$ cat src/common/clkdist_pkg.sv
// constants and types shared by the column clock and set/reset distribution
// ============================================================================
package clkdist_pkg;

  // ==========================================================================
  // array shape
  localparam int GCK_N = 8;
  localparam int FCK_PER_EDGE = 2;
  localparam int CELLS_PER_SECTOR = 4;
  localparam int COL_MAX = 12;
  localparam int SEC_MAX = 48;
  localparam int SYNC_STAGES = 2;

  // index of each clock pin in the synchronised pin vector
  localparam int IDX_FCK_LA = GCK_N;
  localparam int IDX_FCK_LB = GCK_N + 1;
  localparam int IDX_FCK_RA = GCK_N + 2;
  localparam int IDX_FCK_RB = GCK_N + 3;
  localparam int PIN_N = GCK_N + 2 * FCK_PER_EDGE;

  // ==========================================================================
  // avalon register map (byte addresses)
  localparam int AV_AW = 8;
  localparam int AV_DW = 32;
  localparam logic [AV_AW-1:0] OFS_CTRL = 8'h00;
  localparam logic [AV_AW-1:0] OFS_CELLQ = 8'h04;
  localparam logic [AV_AW-1:0] OFS_SETVAL = 8'h08;
  localparam logic [AV_AW-1:0] OFS_COL_BASE = 8'h10;
  localparam logic [AV_AW-1:0] OFS_SEC_BASE = 8'h40;

  // field positions
  localparam int CTRL_DONE_BIT = 0;
  localparam int COL_SEL_LSB = 0;
  localparam int COL_SEL_W = 4;
  localparam int SEC_CFG_LSB = 0;
  localparam logic [COL_SEL_W-1:0] SEL_FAST_A = 4'h8;
  localparam logic [COL_SEL_W-1:0] SEL_FAST_B = 4'h9;

  // ==========================================================================
  // types
  typedef enum logic [1:0]
  {
    CLK_OFF  = 2'b00,
    CLK_TRUE = 2'b01,
    CLK_INV  = 2'b10
  } clk_mode_t;

  typedef struct packed
  {
    logic sr_inv;
    logic sr_src;
    logic clk_src;
    clk_mode_t clk_mode;
  } sec_cfg_t;

  typedef struct packed
  {
    logic [AV_AW-1:0] address;
    logic read;
    logic write;
    logic [AV_DW-1:0] writedata;
  } av_req_t;

  // ==========================================================================
  // reset values
  localparam logic [COL_SEL_W-1:0] COL_SEL_RST = 4'h0;
  localparam sec_cfg_t SEC_CFG_RST = '{sr_inv: 1'b0, sr_src: 1'b0, clk_src: 1'b0,
                                       clk_mode: CLK_OFF};
  localparam logic SET_VAL_RST = 1'b0;
  localparam logic CELL_Q_RST = 1'b1;
  localparam logic PIN_SYNC_RST = 1'b0;
  localparam logic GSR_SYNC_RST = 1'b1;

endpackage

$ cat src/core/column_clock_and_set_reset_distribution.sv
// column clock muxes, configuration registers and sectors of the cell array
`timescale 1ns/1ps
module column_clock_and_set_reset_distribution
  import clkdist_pkg::*;
#(
  parameter int NCOL = 4,
  parameter int SEC_PER_COL = 2
)
(
  // clock, reset and enable
  input wire logic mclk,
  input wire logic rstn,
  input wire logic ce,
  // avalon-mm slave
  input wire av_req_t av_req,
  output logic [AV_DW-1:0] av_readdata,
  output logic av_waitrequest,
  // clock pins
  input wire logic [GCK_N-1:0] global_clock_lines,
  input wire logic fast_clock_left_a,
  input wire logic fast_clock_left_b,
  input wire logic fast_clock_right_a,
  input wire logic fast_clock_right_b,
  // global set/reset pin
  input wire logic global_set_reset_pin,
  // express routing lines, one per sector
  input wire logic [NCOL*SEC_PER_COL-1:0] plane4_express,
  input wire logic [NCOL*SEC_PER_COL-1:0] plane5_express,
  // cell registers
  input wire logic [NCOL*SEC_PER_COL*CELLS_PER_SECTOR-1:0] cell_d,
  output logic [NCOL*SEC_PER_COL*CELLS_PER_SECTOR-1:0] cell_q,
  // status
  output logic [NCOL-1:0] column_clock,
  output logic config_done
);

  // cells are numbered sector by sector, four to a sector
  localparam int NSEC = NCOL * SEC_PER_COL;
  localparam int NCELL = NSEC * CELLS_PER_SECTOR;

  // ==========================================================================
  // elaboration checks
  // the register map has fixed room for COL_MAX columns and SEC_MAX sectors
  generate
    if (NCOL < 2 || NCOL > COL_MAX)
    begin : g_bad_ncol
      $error("column count out of range of the register map");
    end
    if (SEC_PER_COL < 1 || NSEC > SEC_MAX)
    begin : g_bad_nsec
      $error("sector count out of range of the register map");
    end
    if (NCELL > AV_DW)
    begin : g_bad_ncell
      $error("cell count exceeds one data word");
    end
    // the select decode reads three bits of the code for a global line
    if (GCK_N != 8 || SEL_FAST_A < COL_SEL_W'(GCK_N))
    begin : g_bad_gck
      $error("global clock count does not fit the column select decode");
    end
    // every field is read back whole from one data word
    if (SEC_CFG_LSB + $bits(sec_cfg_t) > AV_DW || COL_SEL_LSB + COL_SEL_W > AV_DW)
    begin : g_bad_field
      $error("configuration field does not fit one data word");
    end
  endgenerate

  // ==========================================================================
  // state
  // the block state outside the sectors is one record, so reset and ce treat every field alike
  typedef struct packed
  {
    logic [PIN_N-1:0] pin_s1;
    logic [PIN_N-1:0] pin_s2;
    logic gsr_s1;
    logic gsr_s2;
    logic [NCOL-1:0][COL_SEL_W-1:0] col_sel;
    sec_cfg_t [NSEC-1:0] sec_cfg;
    logic [NCELL-1:0] set_val;
    logic done;
    logic [NCOL-1:0] col_clk;
    logic [AV_DW-1:0] rdata;
    logic waitrequest;
  } state_t;

  // reset leaves every sector clock off and every set/reset source on the global line
  localparam state_t ST_RST = '{
    pin_s1: {PIN_N{PIN_SYNC_RST}},
    pin_s2: {PIN_N{PIN_SYNC_RST}},
    gsr_s1: GSR_SYNC_RST,
    gsr_s2: GSR_SYNC_RST,
    col_sel: {NCOL{COL_SEL_RST}},
    sec_cfg: {NSEC{SEC_CFG_RST}},
    set_val: {NCELL{SET_VAL_RST}},
    done: 1'b0,
    col_clk: '0,
    rdata: '0,
    waitrequest: 1'b1
  };

  state_t st_ff;
  state_t nxt_st;
  logic [AV_DW-1:0] rd_word;
  logic [NCOL-1:0] col_hit;
  logic [NSEC-1:0] sec_hit;
  logic [NCOL-1:0] col_next;

  // ==========================================================================
  // column clock mux
  // only the edge columns decode the fast-clock codes; elsewhere they give 0
  // codes 10 to 15 are spare and deliver a still clock on every column
  function automatic logic col_pick(
    input int c,
    input logic [COL_SEL_W-1:0] sel,
    input logic [PIN_N-1:0] pins
  );
    logic r;
    r = 1'b0;
    if (sel < COL_SEL_W'(GCK_N))
    begin
      r = pins[sel[2:0]];
    end
    else if (c == 0 && sel == SEL_FAST_A)
    begin
      r = pins[IDX_FCK_LA];
    end
    else if (c == 0 && sel == SEL_FAST_B)
    begin
      r = pins[IDX_FCK_LB];
    end
    else if (c == NCOL - 1 && sel == SEL_FAST_A)
    begin
      r = pins[IDX_FCK_RA];
    end
    else if (c == NCOL - 1 && sel == SEL_FAST_B)
    begin
      r = pins[IDX_FCK_RB];
    end
    return r;
  endfunction

  // ==========================================================================
  // per-column and per-sector decode
  // the column clock is a registered copy of a synchronised pin, three mclk edges
  // behind it, so only pin rates well below half of mclk come through intact
  generate
    for (genvar c = 0; c < NCOL; c++)
    begin : g_col
      assign col_hit[c] = av_req.address == OFS_COL_BASE + AV_AW'(4 * c);
      assign col_next[c] = col_pick(c, st_ff.col_sel[c], st_ff.pin_s2);
    end
    for (genvar s = 0; s < NSEC; s++)
    begin : g_sec_dec
      assign sec_hit[s] = av_req.address == OFS_SEC_BASE + AV_AW'(4 * s);
    end
  endgenerate

  // ==========================================================================
  // register read decode
  // read data are decoded while the request waits and captured at the edge that drops waitrequest, one edge before it is accepted
  always_comb
  begin
    rd_word = '0;
    if (av_req.address == OFS_CTRL)
    begin
      rd_word[CTRL_DONE_BIT] = st_ff.done;
    end
    if (av_req.address == OFS_CELLQ)
    begin
      rd_word[NCELL-1:0] = cell_q;
    end
    if (av_req.address == OFS_SETVAL)
    begin
      rd_word[NCELL-1:0] = st_ff.set_val;
    end
    for (int c = 0; c < NCOL; c++)
    begin
      if (col_hit[c])
      begin
        rd_word[COL_SEL_LSB +: COL_SEL_W] = st_ff.col_sel[c];
      end
    end
    for (int s = 0; s < NSEC; s++)
    begin
      if (sec_hit[s])
      begin
        rd_word[SEC_CFG_LSB +: $bits(sec_cfg_t)] = st_ff.sec_cfg[s];
      end
    end
  end

  // ==========================================================================
  // next state
  always_comb
  begin
    nxt_st = st_ff;
    // pins come from outside mclk: two flops before any use
    nxt_st.pin_s1 = {fast_clock_right_b, fast_clock_right_a,
                     fast_clock_left_b, fast_clock_left_a, global_clock_lines};
    nxt_st.pin_s2 = st_ff.pin_s1;
    nxt_st.gsr_s1 = global_set_reset_pin;
    nxt_st.gsr_s2 = st_ff.gsr_s1;

    nxt_st.col_clk = col_next;

    // one wait state: the answer stands on the cycle waitrequest is low
    // a request seen while waitrequest is low is the tail of the one just answered
    nxt_st.waitrequest = 1'b1;
    if ((av_req.read || av_req.write) && st_ff.waitrequest)
    begin
      nxt_st.waitrequest = 1'b0;
      // a write answer leaves readdata as it was
      if (av_req.read)
      begin
        nxt_st.rdata = rd_word;
      end
    end

    // a write lands at the edge where waitrequest is sampled low, never earlier
    if (av_req.write && !st_ff.waitrequest)
    begin
      // writing 0 to done does nothing; only rstn clears the flag
      if (av_req.address == OFS_CTRL && av_req.writedata[CTRL_DONE_BIT])
      begin
        nxt_st.done = 1'b1;
      end
      // configuration is frozen once done; only a reset reopens it
      if (!st_ff.done)
      begin
        if (av_req.address == OFS_SETVAL)
        begin
          nxt_st.set_val = av_req.writedata[NCELL-1:0];
        end
        for (int c = 0; c < NCOL; c++)
        begin
          if (col_hit[c])
          begin
            nxt_st.col_sel[c] = av_req.writedata[COL_SEL_LSB +: COL_SEL_W];
          end
        end
        for (int s = 0; s < NSEC; s++)
        begin
          if (sec_hit[s])
          begin
            nxt_st.sec_cfg[s] =
              sec_cfg_t'(av_req.writedata[SEC_CFG_LSB +: $bits(sec_cfg_t)]);
          end
        end
      end
    end
  end

  // ==========================================================================
  // state register
  // ce low freezes the bus handshake too, so a waiting master simply waits longer
  always_ff @(posedge mclk or negedge rstn)
  begin
    if (!rstn)
    begin
      st_ff <= ST_RST;
    end
    else if (ce)
    begin
      st_ff <= nxt_st;
    end
  end

  // ==========================================================================
  // sectors: one global set/reset fans out to every column
  // sector s sits in column s / SEC_PER_COL, so the sectors of one column are
  // neighbours in cell_d and cell_q
  generate
    for (genvar s = 0; s < NSEC; s++)
    begin : g_sec
      localparam int SEC_COL = s / SEC_PER_COL;
      sector_cells sector_cells_inst
      (
        .mclk(mclk),
        .rstn(rstn),
        .ce(ce),
        .cfg(st_ff.sec_cfg[s]),
        .done(st_ff.done),
        .set_val(st_ff.set_val[s*CELLS_PER_SECTOR +: CELLS_PER_SECTOR]),
        .col_clk(st_ff.col_clk[SEC_COL]),
        .plane4(plane4_express[s]),
        .plane5(plane5_express[s]),
        .gsr(st_ff.gsr_s2),
        .d(cell_d[s*CELLS_PER_SECTOR +: CELLS_PER_SECTOR]),
        .q(cell_q[s*CELLS_PER_SECTOR +: CELLS_PER_SECTOR])
      );
    end
  endgenerate

  // ==========================================================================
  // outputs
  // cell_q comes from the sector registers and every other output is a field of the state register, so none can glitch
  assign av_readdata = st_ff.rdata;
  assign av_waitrequest = st_ff.waitrequest;
  assign column_clock = st_ff.col_clk;
  assign config_done = st_ff.done;

endmodule

$ cat src/core/sector_cells.sv
// one sector of four cell registers with its clock and set/reset muxes
`timescale 1ns/1ps
module sector_cells
  import clkdist_pkg::*;
(
  // clock and reset
  input wire logic mclk,
  input wire logic rstn,
  input wire logic ce,
  // configuration
  input wire sec_cfg_t cfg,
  input wire logic done,
  input wire logic [CELLS_PER_SECTOR-1:0] set_val,
  // distributed signals
  input wire logic col_clk,
  input wire logic plane4,
  input wire logic plane5,
  input wire logic gsr,
  // cells
  input wire logic [CELLS_PER_SECTOR-1:0] d,
  output logic [CELLS_PER_SECTOR-1:0] q
);

  // ==========================================================================
  // state
  typedef struct packed
  {
    logic dclk;
    logic done_d;
    logic [CELLS_PER_SECTOR-1:0] q;
  } sec_st_t;

  localparam sec_st_t ST_RST = '{dclk: 1'b0, done_d: 1'b0,
                                 q: {CELLS_PER_SECTOR{CELL_Q_RST}}};

  sec_st_t st_ff;
  sec_st_t nxt_st;
  logic clk_src;
  logic sr_src;
  logic sr_lvl;

  // ==========================================================================
  // next state
  always_comb
  begin
    nxt_st = st_ff;
    clk_src = cfg.clk_src ? plane4 : col_clk;
    case (cfg.clk_mode)
      CLK_TRUE: nxt_st.dclk = clk_src;
      CLK_INV: nxt_st.dclk = ~clk_src;
      default: nxt_st.dclk = 1'b0;
    endcase
    if (!done)
    begin
      nxt_st.dclk = 1'b0;
    end
    nxt_st.done_d = done;
    sr_src = cfg.sr_src ? plane5 : gsr;
    sr_lvl = cfg.sr_inv ? ~sr_src : sr_src;
    // set/reset outranks the clock, as a real async set/reset would
    if (!done)
    begin
      nxt_st.q = {CELLS_PER_SECTOR{CELL_Q_RST}};
    end
    else if (!st_ff.done_d)
    begin
      nxt_st.q = set_val;
    end
    else if (!sr_lvl)
    begin
      nxt_st.q = set_val;
    end
    else if (nxt_st.dclk && !st_ff.dclk)
    begin
      nxt_st.q = d;
    end
  end

  always_ff @(posedge mclk or negedge rstn)
  begin
    if (!rstn)
    begin
      st_ff <= ST_RST;
    end
    else if (ce)
    begin
      st_ff <= nxt_st;
    end
  end

  assign q = st_ff.q;

endmodule

$ cat config.mk
export PLATFORM = sky130hd
export DESIGN_NAME = column_clock_and_set_reset_distribution
export DESIGN_NICKNAME = d
export VERILOG_FILES = /design/src/common/clkdist_pkg.sv /design/src/core/column_clock_and_set_reset_distribution.sv /design/src/core/sector_cells.sv
export SDC_FILE = /design/constraint.sdc
export NUM_CORES = 1
export LEC_CHECK = 0
export BUFFER_PORTS_ARGS = -buffer_cell sky130_fd_sc_hd__buf_2
export CORE_AREA = 2 2 224 138
export CTS_CLUSTER_SIZE = 30
export DETAILED_ROUTE_END_ITERATION = 10
export DIE_AREA = 0 0 226 140
export PLACE_DENSITY = 0.57
export RECOVER_POWER = 100
export SKIP_CTS_REPAIR_TIMING = 1
export SYNTH_ARGS = -nofsm -noshare
export SYNTH_HDL_FRONTEND = slang
export SYNTH_HIERARCHICAL = 1
export SYNTH_SLANG_ARGS = --single-unit
$ cat constraint.sdc
create_clock -name mclk -period 1.6 [get_ports mclk]
set_input_delay 0.08 -clock mclk [delete_from_list [all_inputs] [get_ports mclk]]
set_output_delay 0.08 -clock mclk [all_outputs]
set_load 0.01 [all_outputs]
==> run metrics, run 1 <==
result of the run=complete, but fails checks; violated checks=negative hold slack, negative setup slack; DRC violation total after the first TritonRoute iteration=576; gate count after technology mapping=969; final hold slack=-0.01942 ns; worst clock skew=about 0.012 ns; core region area=around 30000 um2; final period demand of the worst path=about 1.7 ns; Crit Path Class=reg -> reg; crit path DAT=2.11 ns; crit share post-route=108.7%; Most used DFF post-synth=sky130_fd_sc_hd__dfrtp_1; residual antenna-violating net count after detailed routing=0; wire length of the first global-routing pass=between 50000 and 60000 um; met3 Use GR=5.035%; Slew Limit Headroom=roughly 16%; PwrDens=815.2 nW/um2; worst setup slack after layout=-0.1397 ns; share of cells above drive strength 1=a little over two fifths; clock buffer count from CTS=17; global-route congestion overflow total=0; count of vias placed by the detailed router=about 8800; average wire per standard cell=between 20 and 25 um; CTS H-Tree Depth=4; proportion of synthesized flip-flops having asynchronous set or reset=between 90% and 100%; worst-path cell with the longest stage delay=sky130_fd_sc_hd__dfstp_2; antenna fix cells=0; kind of start point of the critical path=flop; # DRC=0; buffers added on ports=between 150 and 200; via count of the first global-routing pass=between 8000 and 9000; critical path buffer and inverter count=1; initial antenna violation count=2; part of the Yosys area used for sequential elements=around 47%; critical-path maximum fanout=9; initial core utilization=between 30% and 40%; Post-Place Cell Area=12730 um2; Util after Layout=a little under 50%; Worst-Skew Late Latency=roughly 0.46 ns; worst min path class=in -> reg; area enclosed by the die boundary=~32000 um2; met2 track utilization from global routing=29.21%; worst-path cell chain=buf_12 > mux2i_2 > mux2_4 > a31o_4 > a221oi_2; floorplan row count=49; routability-driven placement congestion ratio=approximately 0.9; count of pins over their slew limit=0; register area=5054 um2; synthesis-to-finish area growth=35.41%; estimated wirelength of the detail-placed design=24340 um; maximum ir drop on the vdd rail=550.7 uV; Yosys reg bits=200; maximum clock frequency=roughly 570 MHz; clock tree from TritonCTS=built; maximum number of pins on one net before global-route repair=slightly below 50; Post-Synthesis Cell Area=roughly 11000 um2; setup-violating endpoint count in the final report=123; multi-input logic area=5525 um2; global routing's busiest layer=met1; unrepaired setup endpoints after global routing=yes; boundary pin count=176; via density per instance=between 5 and 6; Top Family by Delay on Critical Path=flip-flops; max-capacitance violation count=0; number of failing hold endpoints at the final stage=3; average instance area after synthesis=about 11 um2; leakage component of the power=between 6 and 7 nW; total non-filler cell area in the finished layout=~15000 um2; overall die width=226 um; clock root cell=sky130_fd_sc_hd__clkbuf_16; Slew @ Worst Pin=approximately 1.3 ns; crit path capture type=flop; maximum cell stage delay along the critical path=0.55 ns; Syn Nets=1075; overall track demand over capacity in global routing=a little over a fifth; count of cell types in the netlist=between 60 and 70; number of search-and-repair iterations in the first detailed-routing pass=5; chip height=140 um; clock-pin slew reported for the worst setup and hold paths after clock tree synthesis=around 0.070 ns; number of flops mapped to enable cells by yosys=0; TritonCTS Sinks=200; Filler Cells Inserted=about 2700; count of warnings emitted by yosys=6; met1 usage=approximately a third; Total Routed Length=34210 um; Max clock buf depth=2; Required @ worst endpoint=~2 ns; Final #Nets=roughly 1400
-- per-stage QoR --
| step | setup TNS (ns) | setup slack [ns] | cells | hold slack, ns | power, mW |
|---|---|---|---|---|---|
| after floorplan | -0.1140 | -0.01425 | 969 | -0.2156 | 6.831 |
| after global placement | -19.84 | -0.2906 | 1583 | 0.09552 | 7.581 |
| after detailed placement | -21.69 | -0.3377 | 1583 | 0.1025 | 7.607 |
| after CTS | -11.63 | -0.1920 | 1615 | -0.3990 | 11.86 |
| after global routing | -16.21 | -0.1829 | 1697 | 0.001907 | 12.48 |
| final | -9.154 | -0.1397 | 1697 | -0.01942 | 11.95 |
-- cells in the mapped netlist (23+ instances only) --
cell type	count	area (um2)
sky130_fd_sc_hd__a221oi_1	29	254.0
sky130_fd_sc_hd__dfrtp_1	165	4129
sky130_fd_sc_hd__mux2_2	30	337.8
sky130_fd_sc_hd__nor2_1	95	356.6
sky130_fd_sc_hd__inv_1	50	187.7
sky130_fd_sc_hd__a211oi_1	26	195.2
sky130_fd_sc_hd__dfstp_2	35	919.6
sky130_fd_sc_hd__buf_4	72	540.5
sky130_fd_sc_hd__mux2_4	38	570.6
sky130_fd_sc_hd__nand2_1	34	127.6
sky130_fd_sc_hd__mux2_1	60	675.7
sky130_fd_sc_hd__nor3_1	32	160.2
sky130_fd_sc_hd__mux2i_1	41	410.4
sky130_fd_sc_hd__o21ai_0	23	115.1
sky130_fd_sc_hd__nor4_1	33	206.5
-- state kept, by name, summed over array words and instances (netlist names) --
| signal | count |
|---|---|
| st_ff | 101 |
| av_readdata | 32 |
| g_sec.sector_cells_inst/q | 32 |
| g_sec.sector_cells_inst/st_ff | 16 |
| nxt_st | 13 |
| column_clock | 4 |
| av_waitrequest | 1 |
| config_done | 1 |
-- path summary, 6_finish.rpt --
check,slack (ns),depth (start not counted),start,to
worst max register to register,-0.14,5,st_ff[126]$_DFFE_PN1P_,g_sec[1].sector_cells_inst/q[3]$_DFFE_PN1P_
worst min-delay path,-0.02,3,cell_d[9],g_sec[2].sector_cells_inst/q[1]$_DFFE_PN1P_
worst min register to register,0.49,2,g_sec[5].sector_cells_inst/q[1]$_DFFE_PN1P_,g_sec[5].sector_cells_inst/q[1]$_DFFE_PN1P_
worst max-delay path,-0.14,5,st_ff[126]$_DFFE_PN1P_,g_sec[1].sector_cells_inst/q[3]$_DFFE_PN1P_
min in group asynchronous,0.45,2,rstn,nxt_st[137]$_DFFE_PN0P_
max in group asynchronous,0.14,3,rstn,g_sec[3].sector_cells_inst/q[1]$_DFFE_PN1P_
-- power by group --
| group | switching [mW] | internal (mW) | leakage, nW |
|---|---|---|---|
| sequential | 0.261 | 5.39 | 2.52 |
| clock | 2.07 | 2.15 | 0.263 |
| combinational | 1.06 | 1.01 | 4.11 |
| total | 3.39 | 8.56 | 6.89 |
-- metal layers --
layer,vias up,wire length [um]
li1,4114,-
met5,-,13
met3,30,1983
met4,2,453
met2,238,14310
met1,4446,17450
-- cells by family (layout without fill, tap and decap cells) --
family,Yosys count,after routing,share of synthesized area (%)
simple gates,272,272,13.60
flops,200,200,46.63
compound gates,166,166,11.53
mux,177,177,20.09
buf+inv,154,474,8.147
-- layout by cell type (no fill, tap or decap), types with 23 or more instances in the layout --
cell / netlist / layout
sky130_fd_sc_hd__buf_2: 9 / 141
sky130_fd_sc_hd__nor4_1: 33 / 28
sky130_fd_sc_hd__dlygate4sd3_1: 0 / 71
sky130_fd_sc_hd__clkbuf_1: 17 / 37
sky130_fd_sc_hd__dfrtp_1: 165 / 161
sky130_fd_sc_hd__mux2_2: 30 / 29
sky130_fd_sc_hd__nor3_1: 32 / 31
sky130_fd_sc_hd__a221oi_1: 29 / 26
sky130_fd_sc_hd__mux2_1: 60 / 23
sky130_fd_sc_hd__mux2_4: 38 / 76
sky130_fd_sc_hd__inv_1: 50 / 50
sky130_fd_sc_hd__nor2_1: 95 / 91
sky130_fd_sc_hd__buf_4: 72 / 112
sky130_fd_sc_hd__mux2i_1: 41 / 26
-- final cells by class --
class	count	share of cell area, %
clock buffers	18	2.927
clock inverters	14	0.8449
inverters	50	1.280
multi-input cells	615	37.69
flip-flops and latches	200	34.47
well taps	408	3.482
repair buffers	392	19.31
-- worst register-to-register path, delay by kind of cell (launching register included) --
kind | cells | cell delay [ns]
AO/OA/AOI/OAI | 2 | 0.54
buffers and inverters | 1 | 0.15
flip-flops | 1 | 0.55
multiplexers | 2 | 0.43
No activity file was read; power rests on OpenSTA's default activity.
==> run 2, diff against run 1 <==
Settings changed: HOLD_SLACK_MARGIN set to 0.05.
==> run 2 against run 1 <==
Compared with the run above: the run ends with negative setup slack left; cell area rose by 0.27%; routed wire length rose by 0.32%; largest power group unchanged; worst setup slack improved by 0.0011 ns; critical endpoint unchanged.
==> run metrics, run 2 (synthesized netlist as in run 1, its figures left out) <==
result of the run=complete, but fails checks (unchanged); chip height=140 um (unchanged); worst setup slack after layout=-0.1386 ns (was -0.1397 ns); average wire per standard cell=20.17 um (was 20.16 um); share of cells above drive strength 1=43.16% (was 43.29%); clock tree from TritonCTS=built (unchanged); Max clock buf depth=2 (unchanged); maximum number of pins on one net before global-route repair=49 (unchanged); critical path buffer and inverter count=1 (unchanged); DRC violation total after the first TritonRoute iteration=572 (was 576); unrepaired setup endpoints after global routing=yes (unchanged); buffers added on ports=175 (unchanged); TritonCTS Sinks=200 (unchanged); area enclosed by the die boundary=31640 um2 (unchanged); pre-CTS WS=-0.3377 ns (unchanged); maximum clock frequency=575.2 MHz (was 574.8 MHz); number of failing hold endpoints at the final stage=0 (was 3); leakage component of the power=6.907 nW (was 6.891 nW); routability-driven placement congestion ratio=0.8863 (unchanged); max-capacitance violation count=0 (unchanged); overall track demand over capacity in global routing=20.99% (unchanged); crit path capture type=flop (unchanged); residual antenna-violating net count after detailed routing=0 (unchanged); kind of start point of the critical path=flop (unchanged); number of instances in the placed design=1583 (unchanged); number of search-and-repair iterations in the first detailed-routing pass=5 (unchanged); Worst-Skew Late Latency=0.46 ns (about the same); Util after Layout=49.85% (was 49.71%); count of pins over their slew limit=0 (unchanged); global-route congestion overflow total=0 (unchanged); initial antenna violation count=2 (unchanged); crit path DAT=2.11 ns (about the same); final period demand of the worst path=1.739 ns (was 1.740 ns); antenna fix cells=0 (unchanged); # DRC=0 (unchanged); via count of the first global-routing pass=8313 (unchanged); estimated wirelength of the detail-placed design=24340 um (unchanged); overall die width=226 um (unchanged); wire length of the first global-routing pass=50020 um (unchanged); Slew @ Worst Pin=1.254 ns (was 1.253 ns); CTS H-Tree Depth=4 (unchanged); Slew Limit Headroom=16.38% (was 16.45%); core region area=29490 um2 (unchanged); worst min path class=in -> reg (unchanged); count of vias placed by the detailed router=8903 (was 8830); boundary pin count=176 (unchanged); Crit Path Class=reg -> reg (unchanged); crit share post-route=108.7% (about the same); highest-count cells in the layout ignoring fill and taps=sky130_fd_sc_hd__dfrtp_1, sky130_fd_sc_hd__buf_2, sky130_fd_sc_hd__buf_4 (unchanged); register bank with the most flops=st_ff (unchanged); clock root cell=sky130_fd_sc_hd__clkbuf_16 (unchanged); Top Family by Delay on Critical Path=flip-flops (unchanged); initial core utilization=36.71% (unchanged); clock buffer count from CTS=17 (unchanged); flip-flop count of the largest register, all copies and words added=101 (unchanged); most common cell after layout, fill and taps aside=sky130_fd_sc_hd__dfrtp_1 (unchanged); via density per instance=5.234 (was 5.203); Required @ worst endpoint=1.97 ns (about the same); Total Negative Setup Slacks=-9.051 ns (was -9.154 ns); worst-path cell with the longest stage delay=sky130_fd_sc_hd__dfstp_2 (unchanged); worst clock skew=0.01518 ns (was 0.01229 ns); Final #Nets=1386 (was 1382); setup-violating endpoint count in the final report=122 (was 123); maximum cell stage delay along the critical path=0.55 ns (about the same); maximum ir drop on the vdd rail=550.9 uV (was 550.7 uV); PwrDens=813.7 nW/um2 (was 815.2 nW/um2); floorplan row count=49 (unchanged); Total Routed Length=34310 um (was 34210 um); synthesis-to-finish area growth=35.78% (was 35.41%); worst-path cell chain=buf_12 > mux2i_2 > mux2_4 > a31o_4 > a221oi_2 (unchanged); critical-path maximum fanout=9 (unchanged); total power of the final layout=11.96 mW (was 11.95 mW); number of standard cells in the final layout excluding fillers=1701 (was 1697); clock-pin slew reported for the worst setup and hold paths after clock tree synthesis=0.07 ns (about the same); violated checks=negative setup slack (was negative hold slack, negative setup slack)
run 2: cell types whose count changed in the layout (fill, tap and decap cells not counted), sizes merged:
| cell | delta |
|---|---|
| dlygate4sd3 | +4 |
run 2: final timing paths:
path	slack, ns	from	to	depth (start not counted)
max	-0.14	st_ff[126]$_DFFE_PN1P_	g_sec[1].sector_cells_inst/q[3]$_DFFE_PN1P_	5
min	0.10	av_req[4]	st_ff[84]$_DFFE_PN0P_	2
max reg2reg	-0.14	st_ff[126]$_DFFE_PN1P_	g_sec[1].sector_cells_inst/q[3]$_DFFE_PN1P_	5
min reg2reg	0.49	g_sec[5].sector_cells_inst/q[1]$_DFFE_PN1P_	g_sec[5].sector_cells_inst/q[1]$_DFFE_PN1P_	2
max in group asynchronous	0.14	rstn	g_sec[3].sector_cells_inst/q[1]$_DFFE_PN1P_	3
min in group asynchronous	0.45	rstn	nxt_st[137]$_DFFE_PN0P_	2
run 2: routing by layer:
metal	global-route usage [%]	vias to the layer above	wire (um)	share of wire, %
met3	5.035	30	2094	6.1
li1	-	4119	-	-
met4	5.124	2	454	1.3
met5	0	-	13	0.038
met2	29.21	268	14350	42
met1	32.32	4484	17410	51
run 2: where the power goes:
group	leakage (nW)	total (mW)	switching (mW)	internal, mW
Sequential	2.52	5.66	0.261	5.39
Combinational	4.13	2.08	1.06	1.01
Clock	0.263	4.23	2.07	2.16
run 2: stage by stage:
stage	area (um2)	hold WS, ns
global route	14700	0.08404
global placement	12730	0.09552
detailed placement	12730	0.1025
CTS	13280	-0.3990
floorplan	10860	-0.2156
finish	14700	0.1012
run 2: final cells by class:
class,instances,area (um2)
Fill cell,2654,14790
Multi-Input combinational cell,615,5525
Sequential cell,200,5054
Timing Repair Buffer,396,2870
Tap cell,408,510.5
Clock buffer,18,429.2
Inverter,50,187.7
Clock inverter,14,123.9
